## src/design/splc_pkg.sv

```systemverilog
// Purpose: Constants for the self-program lock control block
// Assumes: 64-word pages, 14-bit word address, 200 MHz system clock
// Notes: Control register bit positions follow the store control layout
package splc_pkg;
    // Register offsets and control register bit positions
    localparam logic [1:0] CTRL_ADDR = 2'h0;
    localparam logic [1:0] LOCK_ADDR = 2'h1;
    localparam logic [1:0] PTR_ADDR = 2'h2;
    localparam logic [1:0] DATA_ADDR = 2'h3;
    localparam int SPE_BIT = 0;
    localparam int ERS_BIT = 1;
    localparam int WRT_BIT = 2;
    localparam int LCK_BIT = 3;
    localparam int REN_BIT = 4;
    localparam int BSY_BIT = 6;
    // Accepted low-five-bit command patterns
    localparam logic [4:0] PAT_FILL = 5'h01;
    localparam logic [4:0] PAT_ERASE = 5'h03;
    localparam logic [4:0] PAT_WRITE = 5'h05;
    localparam logic [4:0] PAT_LOCK = 5'h09;
    localparam logic [4:0] PAT_REN = 5'h11;
    // Arming window in clock cycles
    localparam logic [2:0] ARM_CYCLES = 3'h4;
    // Flash operation times
    localparam int FLASH_OP_NS = 4000000;
    localparam int CLK_PERIOD_NS = 5;
    localparam int FLASH_OP_CYC = FLASH_OP_NS / CLK_PERIOD_NS;
    // Lock byte layout and reset value
    localparam logic [7:0] LOCK_RESET = 8'hff;
    localparam int LB_LO = 0;
    localparam int LB_HI = 1;
    localparam int APP_LO = 2;
    localparam int APP_HI = 3;
    localparam int BOOT_LO = 4;
    localparam int BOOT_HI = 5;
    // Address geometry
    localparam int PAGE_WORDS = 64;
    localparam logic [13:0] NO_CONCURRENT_SECTION_START = 14'h3800;
    localparam logic [13:0] BOOT_START = 14'h3800;
    typedef enum logic [1:0] {
        SPLC_IDLE = 2'b00,
        SPLC_ARMED = 2'b01,
        SPLC_BUSY = 2'b10
    } splc_state_e;
endpackage : splc_pkg

```

## src/design/splc_top.sv

```systemverilog
// Purpose: Self-programming command sequencer with lock-bit enforcement
// Assumes: Core strobes spm_req/lpm_req for one cycle; inputs synchronous
// Notes: Flash array is outside; this block issues erase/write pulses
//
// Design decisions made here: the register addresses and strobed register access.
`timescale 1ns/10ps
// Function
// Page write command clears on completion or missed four-cycle window
// Stall core for whole erase/write when page is in no-concurrent area
// Erase command plus enable: next store erases pointer page, data ignored
// Erase command clears on completion or missed four-cycle window
// Enable permits a store only in the next four cycles
// Enable alone: store puts data word into page buffer at pointer word
// Pointer least significant bit ignored for buffer word select
// Enable clears after store completes or window lapses
// Enable reads one until erase or write finishes
// Only five low-bit patterns accepted; others ignored
// Lock bits active low, bits 7:6 read one, only chip erase restores (reset also loads all ones here)
// Single-section variant: store allowed everywhere only if fuse is zero
// Memory lock mode 1 has no restrictions
// Mode 2 refuses external programming and locks fuses
// Mode 3 refuses programming, verify, and locks boot locks and fuses
// Application pair modes 2 and 3 block stores to application
// Application pair modes 3 and 4 block boot table reads of application
// App modes 3,4 with boot vectors: no interrupts running application
// Boot pair modes 2 and 3 block stores to boot section
// Boot pair modes 3 and 4 block application table reads of boot
// Boot modes 3,4 with app vectors: no interrupts running boot
// Programmer should set fuses and boot locks before memory locks
// Write command plus enable: next store writes buffer to pointer page
// Lock command plus enable: next store sets lock bits from data low byte
// Busy set on concurrent-area erase/write; its reads blocked meanwhile
// Re-enable command plus store clears busy after programming
// Window counted in clocks from the write; sync clear wipes commands
// Lock checks combinational from stored byte, code and target section
module splc_top #(
    parameter int FLASH_CYC = splc_pkg::FLASH_OP_CYC
) (
    input wire logic clk,
    input wire logic reset,
    input wire logic clk_en,
    input wire logic sync_clear,
    input wire logic [1:0] reg_addr,
    input wire logic [15:0] reg_wdata,
    input wire logic reg_wr,
    input wire logic reg_rd,
    output logic [15:0] reg_rdata,
    input wire logic spm_req,
    input wire logic lpm_req,
    input wire logic [13:0] exec_addr,
    input wire logic [13:0] lpm_addr,
    input wire logic no_boot_variant,
    input wire logic self_prog_fuse,
    input wire logic vectors_in_boot,
    input wire logic chip_erase,
    output logic cpu_stall,
    output logic lpm_allow,
    output logic irq_block,
    output logic [15:0] buf_wdata,
    output logic [5:0] buf_word,
    output logic buf_we,
    output logic buf_clear,
    output logic [7:0] flash_page,
    output logic flash_erase,
    output logic flash_write,
    output logic concurrent_section_busy,
    output logic ext_prog_block,
    output logic ext_verify_block,
    output logic fuse_locked,
    output logic boot_lock_locked
);
    typedef struct packed {
        splc_pkg::splc_state_e st;
        logic [4:0] cmd;
        logic [2:0] win;
        logic [31:0] cnt;
        logic no_concurrent_section_op;
        logic busy;
        logic [5:0] lock;
        logic [13:0] ptr;
        logic [15:0] data;
        logic [15:0] rdata;
        logic [15:0] bwd;
        logic [5:0] bword;
        logic bwe;
        logic bclr;
        logic [7:0] page;
        logic ers;
        logic wrt;
    } splc_state_s;

    splc_state_s s_q;
    splc_state_s s_d;

    logic store_ok;
    logic tgt_boot;
    logic exe_boot;
    logic lpm_tgt_boot;
    logic [1:0] app_pair;
    logic [1:0] boot_pair;
    logic [7:0] lock_byte;
    logic [7:0] ctrl_view;
    logic spm_on;

    // Lock pair decode
    assign app_pair = {s_q.lock[splc_pkg::APP_HI], s_q.lock[splc_pkg::APP_LO]};
    assign boot_pair = {s_q.lock[splc_pkg::BOOT_HI],
                        s_q.lock[splc_pkg::BOOT_LO]};
    assign lock_byte = {2'b11, s_q.lock};
    assign tgt_boot = (s_q.ptr[13:0] >= splc_pkg::BOOT_START);
    assign exe_boot = (exec_addr >= splc_pkg::BOOT_START);
    assign lpm_tgt_boot = (lpm_addr >= splc_pkg::BOOT_START);
    // Single-section part: the fuse gates every store action except the re-enable store, which clears busy regardless
    assign spm_on = !no_boot_variant || !self_prog_fuse;

    // Store permission from lock pairs and variant fuse
    always_comb begin
        if (no_boot_variant) begin
            store_ok = ~self_prog_fuse;
        end else if (tgt_boot) begin
            store_ok = boot_pair[0];
        end else begin
            store_ok = app_pair[0];
        end
    end

    // Table read permission, interrupt gating
    always_comb begin
        lpm_allow = 1'b1;
        if (concurrent_section_busy && lpm_addr < splc_pkg::NO_CONCURRENT_SECTION_START) begin
            lpm_allow = 1'b0;
        end else if (!no_boot_variant && exe_boot && !lpm_tgt_boot
                     && app_pair[1] == 1'b0) begin
            lpm_allow = 1'b0;
        end else if (!no_boot_variant && !exe_boot && lpm_tgt_boot
                     && boot_pair[1] == 1'b0) begin
            lpm_allow = 1'b0;
        end
        irq_block = 1'b0;
        if (!no_boot_variant && vectors_in_boot && !exe_boot
            && app_pair[1] == 1'b0) begin
            irq_block = 1'b1;
        end else if (!no_boot_variant && !vectors_in_boot && exe_boot
                     && boot_pair[1] == 1'b0) begin
            irq_block = 1'b1;
        end
    end

    // Memory lock modes for external programming
    assign ext_prog_block = ~s_q.lock[splc_pkg::LB_LO];
    assign ext_verify_block = ~s_q.lock[splc_pkg::LB_HI]
                              & ~s_q.lock[splc_pkg::LB_LO];
    assign fuse_locked = ~s_q.lock[splc_pkg::LB_LO];
    assign boot_lock_locked = ext_verify_block;

    // Control view: enable held during busy operation
    always_comb begin
        ctrl_view = 8'h00;
        ctrl_view[4:0] = s_q.cmd;
        ctrl_view[splc_pkg::SPE_BIT] = s_q.cmd[splc_pkg::SPE_BIT]
            | (s_q.st == splc_pkg::SPLC_BUSY);
        ctrl_view[splc_pkg::BSY_BIT] = s_q.busy;
    end

    // Next state
    always_comb begin
        s_d = s_q;
        s_d.bwe = 1'b0;
        s_d.bclr = 1'b0;
        s_d.ers = 1'b0;
        s_d.wrt = 1'b0;
        if (chip_erase) begin
            s_d.lock = 6'h3f;
        end
        // Register reads
        s_d.rdata = 16'h0000;
        if (reg_rd) begin
            if (reg_addr == splc_pkg::CTRL_ADDR) begin
                s_d.rdata = {8'h00, ctrl_view};
            end else if (reg_addr == splc_pkg::LOCK_ADDR) begin
                s_d.rdata = {8'h00, lock_byte};
            end else if (reg_addr == splc_pkg::PTR_ADDR) begin
                s_d.rdata = {2'b00, s_q.ptr};
            end else begin
                s_d.rdata = s_q.data;
            end
        end
        // Register writes
        if (reg_wr) begin
            if (reg_addr == splc_pkg::PTR_ADDR) begin
                s_d.ptr = reg_wdata[13:0];
            end else if (reg_addr == splc_pkg::DATA_ADDR) begin
                s_d.data = reg_wdata;
            end else if (reg_addr == splc_pkg::CTRL_ADDR
                         && s_q.st != splc_pkg::SPLC_BUSY) begin
                if (reg_wdata[4:0] == splc_pkg::PAT_FILL
                    || reg_wdata[4:0] == splc_pkg::PAT_ERASE
                    || reg_wdata[4:0] == splc_pkg::PAT_WRITE
                    || reg_wdata[4:0] == splc_pkg::PAT_LOCK
                    || reg_wdata[4:0] == splc_pkg::PAT_REN) begin
                    s_d.cmd = reg_wdata[4:0];
                    s_d.win = splc_pkg::ARM_CYCLES;
                    s_d.st = splc_pkg::SPLC_ARMED;
                    if (reg_wdata[4:0] == splc_pkg::PAT_REN) begin
                        s_d.bclr = 1'b1; // Re-enable aborts buffer load
                    end
                end
            end
        end
        case (s_q.st)
            splc_pkg::SPLC_IDLE: begin
            end
            splc_pkg::SPLC_ARMED: begin
                if (spm_req) begin
                    s_d.cmd = 5'h00;
                    s_d.st = splc_pkg::SPLC_IDLE;
                    case (s_q.cmd)
                        splc_pkg::PAT_FILL: begin
                            s_d.bwe = spm_on;
                            s_d.bwd = s_q.data;
                            s_d.bword = s_q.ptr[6:1];
                            s_d.busy = s_q.busy & ~spm_on;
                        end
                        splc_pkg::PAT_ERASE,
                        splc_pkg::PAT_WRITE: begin
                            if (store_ok) begin
                                s_d.page = s_q.ptr[13:6];
                                s_d.ers = (s_q.cmd == splc_pkg::PAT_ERASE);
                                s_d.wrt = (s_q.cmd == splc_pkg::PAT_WRITE);
                                s_d.cmd = s_q.cmd;
                                s_d.cnt = 32'(FLASH_CYC);
                                s_d.st = splc_pkg::SPLC_BUSY;
                                s_d.no_concurrent_section_op = (s_q.ptr >=
                                               splc_pkg::NO_CONCURRENT_SECTION_START);
                                if (s_q.ptr < splc_pkg::NO_CONCURRENT_SECTION_START) begin
                                    s_d.busy = 1'b1;
                                end
                            end
                        end
                        splc_pkg::PAT_LOCK: begin
                            s_d.lock = s_d.lock
                                & (spm_on ? s_q.data[5:0] : 6'h3f);
                        end
                        default: begin
                            s_d.busy = 1'b0;
                        end
                    endcase
                end else if (s_q.win == 3'h1) begin
                    s_d.cmd = 5'h00;
                    s_d.st = splc_pkg::SPLC_IDLE;
                end
                if (!(reg_wr && reg_addr == splc_pkg::CTRL_ADDR)) begin
                    s_d.win = s_q.win - 3'h1;
                end
            end
            splc_pkg::SPLC_BUSY: begin
                if (s_q.cnt <= 32'h1) begin
                    s_d.cmd = 5'h00;
                    s_d.st = splc_pkg::SPLC_IDLE;
                    s_d.no_concurrent_section_op = 1'b0;
                end else begin
                    s_d.cnt = s_q.cnt - 32'h1;
                end
            end
            default: begin
                s_d.st = splc_pkg::SPLC_IDLE;
            end
        endcase
        if (sync_clear) begin
            s_d.cmd = 5'h00;
            s_d.win = 3'h0;
            s_d.st = splc_pkg::SPLC_IDLE;
            s_d.cnt = 32'h0;
            s_d.no_concurrent_section_op = 1'b0;
        end
    end

    // State register
    always_ff @(posedge clk or posedge reset) begin
        if (reset) begin
            s_q <= '0;
            s_q.lock <= splc_pkg::LOCK_RESET[5:0];
        end else if (clk_en) begin
            s_q <= s_d;
        end
    end

    // Outputs
    assign reg_rdata = s_q.rdata;
    assign cpu_stall = (s_q.st == splc_pkg::SPLC_BUSY) & s_q.no_concurrent_section_op;
    assign buf_wdata = s_q.bwd;
    assign buf_word = s_q.bword;
    assign buf_we = s_q.bwe;
    assign buf_clear = s_q.bclr;
    assign flash_page = s_q.page;
    assign flash_erase = s_q.ers;
    assign flash_write = s_q.wrt;
    assign concurrent_section_busy = s_q.busy;

    // Armed state never outlives four cycles free of control register writes
    window_bound_a: assert property (@(posedge clk) disable iff (reset)
        clk_en && !(reg_wr && reg_addr == splc_pkg::CTRL_ADDR)
        && s_q.st == splc_pkg::SPLC_ARMED && s_q.win == 3'h1 && !spm_req
        |=> s_q.st == splc_pkg::SPLC_IDLE && s_q.cmd == 5'h00)
        else $error("arming window overran");
    fill_word_a: assert property (@(posedge clk) disable iff (reset)
        clk_en && !sync_clear && s_q.st == splc_pkg::SPLC_ARMED && spm_req
        && s_q.cmd == splc_pkg::PAT_FILL && spm_on
        |=> buf_we && buf_word == $past(s_q.ptr[6:1]))
        else $error("buffer fill word wrong");
    enable_held_a: assert property (@(posedge clk) disable iff (reset)
        clk_en && reg_rd && reg_addr == splc_pkg::CTRL_ADDR
        && s_q.st == splc_pkg::SPLC_BUSY |=> reg_rdata[splc_pkg::SPE_BIT])
        else $error("enable dropped while busy");
    stall_no_concurrent_section_a: assert property (@(posedge clk) disable iff (reset)
        cpu_stall |-> s_q.st == splc_pkg::SPLC_BUSY && s_q.page >= 8'he0)
        else $error("stall outside no-concurrent page");
    lock_mono_a: assert property (@(posedge clk) disable iff (reset)
        !chip_erase |=> (s_q.lock & ~$past(s_q.lock)) == 6'h00)
        else $error("lock bit returned to one");
    bad_pattern_a: assert property (@(posedge clk) disable iff (reset)
        clk_en && !sync_clear && reg_wr && reg_addr == splc_pkg::CTRL_ADDR
        && s_q.st == splc_pkg::SPLC_IDLE && reg_wdata[0] == 1'b0
        |=> s_q.st == splc_pkg::SPLC_IDLE)
        else $error("illegal pattern armed");
    app_store_a: assert property (@(posedge clk) disable iff (reset)
        !no_boot_variant && !tgt_boot && !app_pair[0] |-> !store_ok)
        else $error("application store not blocked");
    boot_read_a: assert property (@(posedge clk) disable iff (reset)
        !no_boot_variant && !exe_boot && lpm_tgt_boot && !boot_pair[1]
        |-> !lpm_allow)
        else $error("boot table read not blocked");

    // Stall start, fuse gate, busy-section reads and boot stores
    stall_start_a: assert property (@(posedge clk) disable iff (reset)
        clk_en && !sync_clear && s_q.st == splc_pkg::SPLC_ARMED && spm_req
        && (s_q.cmd == splc_pkg::PAT_ERASE || s_q.cmd == splc_pkg::PAT_WRITE)
        && store_ok && s_q.ptr >= splc_pkg::NO_CONCURRENT_SECTION_START |=> cpu_stall)
        else $error("no stall for no-concurrent page");
    fuse_gate_a: assert property (@(posedge clk) disable iff (reset)
        clk_en && no_boot_variant && self_prog_fuse
        |=> !buf_we && !flash_erase && !flash_write)
        else $error("store acted with fuse unprogrammed");
    busy_read_a: assert property (@(posedge clk) disable iff (reset)
        concurrent_section_busy && lpm_addr < splc_pkg::NO_CONCURRENT_SECTION_START
        |-> !lpm_allow)
        else $error("busy section read allowed");
    boot_store_a: assert property (@(posedge clk) disable iff (reset)
        !no_boot_variant && tgt_boot && !boot_pair[0] |-> !store_ok)
        else $error("boot store not blocked");
endmodule : splc_top

```

## config.mk

```make
export PLATFORM = sky130hd
export DESIGN_NAME = splc_top
export DESIGN_NICKNAME = d
export VERILOG_FILES = /design/src/design/splc_pkg.sv /design/src/design/splc_top.sv
export SDC_FILE = /design/constraint.sdc
export NUM_CORES = 1
export LEC_CHECK = 0
export BUFFER_PORTS_ARGS = -buffer_cell sky130_fd_sc_hd__buf_2
export CORE_ASPECT_RATIO = 0.6
export CORE_MARGIN = 2
export CORE_UTILIZATION = 61
export DETAILED_ROUTE_END_ITERATION = 10
export HOLD_SLACK_MARGIN = 0.08
export PLACE_DENSITY_LB_ADDON = 0.1
export SLEW_MARGIN = 0
export SYNTH_ARGS = -nofsm -noshare
export SYNTH_HDL_FRONTEND = slang
export SYNTH_SLANG_ARGS = --single-unit
```

## constraint.sdc

```tcl
create_clock -name clk -period 11.6 [get_ports clk]
set_clock_uncertainty 0.2 [all_clocks]
set_input_delay 2.32 -clock clk [delete_from_list [all_inputs] [get_ports clk]]
set_output_delay 2.32 -clock clk [all_outputs]
set_load 0.02 [all_outputs]
```

==> results of run 1 <==
==> worst reg2reg max path, delay by kind of cell, from the launching register on <==
family                   cells  cell delay [ns]
buffers and inverters        1             0.12
AND/OR/NAND/NOR              5             2.05
AO/OA/AOI/OAI                1             0.07
flip-flops                   1             0.43
adder cells (fa/ha/maj)      1             0.36
==> layout make-up <==
cell class / count / area (µm²) / share of cell area (%)
clock buffer: 17 / 425 / 5.67
timing repair buffer: 98 / 505 / 6.74
clock inverter: 15 / 183 / 2.44
multi-input combinational: 389 / 2810 / 37.5
inverter: 36 / 138 / 1.84
sequential: 130 / 3260 / 43.5
tap: 139 / 174 / 2.32
==> layout by cell type, fill, tap and decap left out, drive strengths merged, types with 3 or more instances in the layout <==
cell type,synthesis,final
nand2b,6,6
dfrtp,124,124
a31oi,6,6
clkinv,0,9
buf,54,98
bufinv,0,3
o41ai,4,4
o22ai,6,6
nor4,7,7
nand4,5,5
xnor2,4,4
dfstp,6,6
o31ai,14,14
o21ai,41,41
nor3b,4,4
nor3,15,15
a22oi,8,8
o32ai,3,3
a21oi,32,32
o22a,6,6
or2,5,5
ha,8,8
mux4,5,5
and2,6,6
a211oi,3,3
mux2,61,61
nor2b,5,5
inv,36,38
clkbuf,16,17
or4,16,16
or3,13,13
nand3,15,15
nor2,37,37
nand2,26,26
==> flip-flops by register name, indices dropped and copies added (netlist names), 2 cells and up <==
name / flops
s_q: 69
buf_wdata: 16
flash_page: 8
app_pair: 2
boot_pair: 2
lock_byte: 2
ctrl_view: 4
reg_rdata: 16
buf_word: 6
==> logic make-up after synthesis <==
group	Yosys count	synth area share (%)
AO/OA/AOI/OAI	137	13.2
XOR/XNOR	4	0.525
adder cells (fa/ha/maj)	9	1.65
buffers and inverters	106	9.03
flip-flops	130	48.8
multiplexers	66	12.0
AND/OR/NAND/NOR	173	14.8
==> how the worst max path moves through the flow <==
stage,startpoint,endpoint,cells after the start
finish,lpm_addr[11],lpm_allow,7
detailed placement,lpm_addr[11],lpm_allow,7
global placement,lpm_addr[11],lpm_allow,7
floorplan,reset,buf_clear,1
CTS,lpm_addr[11],lpm_allow,7
global route,lpm_addr[13],lpm_allow,7
==> through the flow <==
| step | utilization (%) | worst slack, ns | instance area [µm²] |
|---|---|---|---|
| finish | 70.8 | 5.92 | 7500 |
| global route | 70.8 | 5.73 | 7500 |
| CTS | 70.8 | 5.94 | 7500 |
| detailed placement | 65.0 | 5.95 | 6890 |
| global placement | 65.0 | 6.01 | 6890 |
| floorplan | - | 5.62 | 6680 |
==> routing by layer <==
metal,up-vias,track usage (%),wire [µm]
met5,-,0,0
met4,0,7.25,149
met2,204,41.8,6990
met1,2543,43.8,8010
met3,15,6.21,1150
li1,2326,-,-
==> power by group through the flow <==
stage	logic, W	registers [W]	clock network (W)
final	0.000251	0.000557	0.000550
after global routing	0.000275	0.000564	0.000580
after CTS	0.000247	0.000555	0.000554
after detailed placement	0.000245	0.000562	0
after global placement	0.000234	0.000557	0
after floorplan	0.000195	0.000546	0
==> flow_summary.ini, run 1 <==
[power]
p_clk_share_pct = 40.5
p_sw_share_pct = 30.6
power_density_mw_per_mm2 = 181
total_power_w = 0.00136
sequentialPowerShare_pct = 41.0
combPwrFrac_pct = 18.5
p_switching_w = 0.000415
internal_power_w = 0.000943
leakage_nw = 3.55
ir_worst_vdd_mv = 0.121

[yosys]
synthArstFlopShare_pct = 100
synth-warning-count = 0
synth_fp_nets = 691
netlist_area_mm2 = 0.00668
synth.distinct_cells = 65
yosys-top-cells-count = dfrtp_1, mux2_2, buf_4
ys_seq_area_share_pct = 48.8
ys.flop_type = dfrtp_1
synth_area_leaders = dfrtp_1, mux2_2, buf_4, o21ai_0, a21oi_1
synth_top_area_cell = dfrtp_1
syn_avg_cell_area_um2 = 10.7
synth_edf_count = 0
synthMostInstantiatedCell = dfrtp_1
syn_inst = 625
synth_top_area_share_pct = 46.5
ys_ff_latch = 130

[clock_network]
cts_sinks = 130
cts_root_buf = clkbuf_16
h-tree-depth = 4
ctsHoldBuffers = 0
clk_path_buf_depth = 2
cts_buffers = 17
post_cts_buffers = 0
ctsResizeCount = 0
cts_tree = done
cts.clk_slew.worst_paths_ns = 0.06
clock_latency_ns = 0.42

[floorplanning]
placementRows = 29
design.die.area_mm2 = 0.0118
dieHeight_um = 85.0
design.core.area_mm2 = 0.0106
initial_core_util_pct = 63.0
die_width_um = 139
ios = 116

[worst_hold_path]
hold_depth = 1
hp-start = flash_page[2]
worstHoldEndpoint = flash_page[2]
hold_path_class = reg2reg

[worst_setup_path]
r2r-end = s_q[91]
cp_slowest_cell = buf_2
crit_chain = buf_2 > nand3_1 > nor3b_1 > a21oi_1 > nor2_1 > a21oi_1 > buf_2
cp_top_family = simple AND/OR/NAND/NOR gates
rrSetupSlack_ns = 8.20
worstRegToRegCells = 8
cp_num_buf_inv = 2
r2r-start = s_q[128]
arrival_ns = 3.16
cp-start-kind = primary input
crit_required_ns = 9.08
cp_max_fo = 3
endpoint_kind = output pin
max_stage_delay_ns = 0.18
critPathKind = in2out

[grt]
grt_max_degree = 81
grt_usage_pct = 28.6
grt_pass1_vias = 4892
grt_pass1_wl_um = 26100
antenna_found_initial = 0
overflow = 0

[placed_design]
placed_cells = 792
io_buffers = 92
post-dp-hpwl_um = 11400
gp_congestion = 0.883

[route]
vias = 5088
dr.pass1.iters = 5
via_per_inst = 6.17
drc = 0
finalWirelength_um = 16300
drt-initial-drc-count = 388
ant_nets = 0
avgRoutedWirePerCell_um = 19.8

[finish]
fin_nets = 738
area_growth_pct = 12.4
drive_above_1_share_pct = 32.1
num_antenna_cells = 0
stdcell_count = 824
n_fill_cell = 773

[timing]
finalCriticalPeriod_ns = 5.68
hold_viol_final = 0
layout_worst_path_cycle_share_pct = 48.9
maxSlewViolCount = 0
max_slew_margin_pct = 28.0
worst_pin_slew_ns = 1.08
rsz0062_at_grt = false
hold_slack_ns = 0.298
max_freq_ghz = 0.176
final-setup-viol-count = 0
setup_tns_ns = 0

[run]
maxCapViolCount = 0

[run_status]
status = finished, final reports clean
(Power assumes the default switching activity.)
==> run 2: changes to the inputs <==
Settings changed: CORE_UTILIZATION 61 to 51.
Clock period 11.6 ns to 4.85 ns, I/O delays scaled along.
==> run 2 against run 1 <==
Final cell count grew 4.0%. Sequential cell count unchanged. Total power increased by 150%. Die area grew 19%. Critical path type is now reg2reg. Highest routed layer unchanged.
==> flow_summary.ini, run 2 (same netlist as run 1, synthesis figures left out) <==
[grt]
grt_usage_pct = 25.3
antenna_found_initial = 0
grt_pass1_wl_um = 26700
overflow = 0
grt_pass1_vias = 4889
grt_max_degree = 46

[power]
sequentialPowerShare_pct = 39.6
total_power_w = 0.00337
internal_power_w = 0.00237
ir_worst_vdd_mv = 0.217
p_switching_w = 0.000998
p_sw_share_pct = 29.6
p_clk_share_pct = 42.5
combPwrFrac_pct = 17.9
leakage_nw = 3.58
power_density_mw_per_mm2 = 442

[worst_setup_path]
crit_required_ns = 4.96
cp_max_fo = 12
arrival_ns = 3.54
endpoint_kind = register
cp-start-kind = register
critPathKind = reg2reg

[clock_network]
cts_sinks = 130
clock_latency_ns = 0.41
cts_root_buf = clkbuf_16
ctsResizeCount = 0
h-tree-depth = 4
cts_buffers = 17
ctsHoldBuffers = 0
clk_path_buf_depth = 2
cts_tree = done
cts.clk_slew.worst_paths_ns = 0.06
post_cts_buffers = 0

[timing]
final-setup-viol-count = 0
layout_worst_path_cycle_share_pct = 70.9
worst_pin_slew_ns = 1.24
max_slew_margin_pct = 15.9
rsz0062_at_grt = false
max_freq_ghz = 0.291
maxSlewViolCount = 0
hold_slack_ns = 0.302
hold_viol_final = 0
finalCriticalPeriod_ns = 3.44
setup_tns_ns = 0

[floorplanning]
ios = 116
initial_core_util_pct = 52.1
design.die.area_mm2 = 0.0141
placementRows = 32
design.core.area_mm2 = 0.0128
dieHeight_um = 92.6
die_width_um = 152

[finish]
drive_above_1_share_pct = 32.3
regMostFlops = s_q
largest_register_ffs = 69
fin_nets = 740
multi_input_area_mm2 = 0.00282
layout_common_cells = dfrtp_1, buf_2, mux2_2
layout_commonest_cell = dfrtp_1
seqCellArea_mm2 = 0.00326
n_fill_cell = 1101
stdcell_count = 857
num_antenna_cells = 0
area_growth_pct = 14.0

[run_status]
status = finished, final reports clean

[route]
vias = 5085
dr.pass1.iters = 5
via_per_inst = 5.93
drc = 0
finalWirelength_um = 16700
drt-initial-drc-count = 371
avgRoutedWirePerCell_um = 19.5
ant_nets = 0

[placed_design]
io_buffers = 92
post-dp-hpwl_um = 11800
gp_congestion = 0.876
placed_cells = 825

[worst_hold_path]
hold_path_class = reg2reg

[run]
maxCapViolCount = 0
-- run 2: cell count changes in the layout (fill, tap and decap cells not counted) --
cell	change
bufinv_16	+2
buf_4	+2
clkbuf_1	+1
clkinv_4	-2
inv_8	+1
nor4_1	-1
nor4_2	+1
clkinv_2	-2
-- run 2: stage by stage --
stage / setup WS (ns) / util, % / cell area [µm²]
after floorplan: 0.221 / - / 6680
after global routing: 1.18 / 59.4 / 7610
after detailed placement: 1.30 / 54.3 / 6950
after CTS: 1.48 / 59.4 / 7610
final: 1.41 / 59.4 / 7610
after global placement: 1.34 / 54.3 / 6950
-- run 2: worst paths after layout --
path                       depth (start not counted)  slack [ns]           end    startpoint
max in group asynchronous                          3        3.03       s_q[50]         reset
hold / removal                                     1        0.30  buf_wdata[9]  buf_wdata[9]
min in group asynchronous                          2        0.40  buf_wdata[3]         reset
setup / recovery                                   5        1.41      s_q[114]       s_q[90]
setup reg to reg                                   5        1.41      s_q[114]       s_q[90]
hold reg to reg                                    1        0.30  buf_wdata[9]  buf_wdata[9]
-- run 2: per-layer routing --
layer | wire (µm) | GRT usage (%)
met1 | 8350 | 40.3
met2 | 6810 | 33.2
met3 | 1410 | 7.44
met4 | 170 | 6.56
met5 | 0 | 0
-- run 2: power groups by stage --
stage | Sequential (W) | Combinational (W) | Clock, W
CTS | 0.00133 | 0.000598 | 0.00145
global route | 0.00135 | 0.000670 | 0.00150
detailed placement | 0.00135 | 0.000593 | 0
global placement | 0.00134 | 0.000568 | 0
floorplan | 0.00131 | 0.000465 | 0
finish | 0.00133 | 0.000602 | 0.00143
-- run 2: layout make-up --
class | instances | area share [%]
sequential | 130 | 42.9
multi-input combinational | 389 | 37.1
timing repair buffer | 100 | 6.84
clock buffer | 18 | 5.64
clock inverter | 14 | 2.98
tap | 170 | 2.80
inverter | 36 | 1.81
-- run 2: critical path, stage by stage, from the launching register on --
cell and delay, ns:
dfrtp_1 0.43, nor4_2 0.90, nand4_1 0.55, nor4_1 0.83
a211oi_1 0.17, a31o_2 0.24
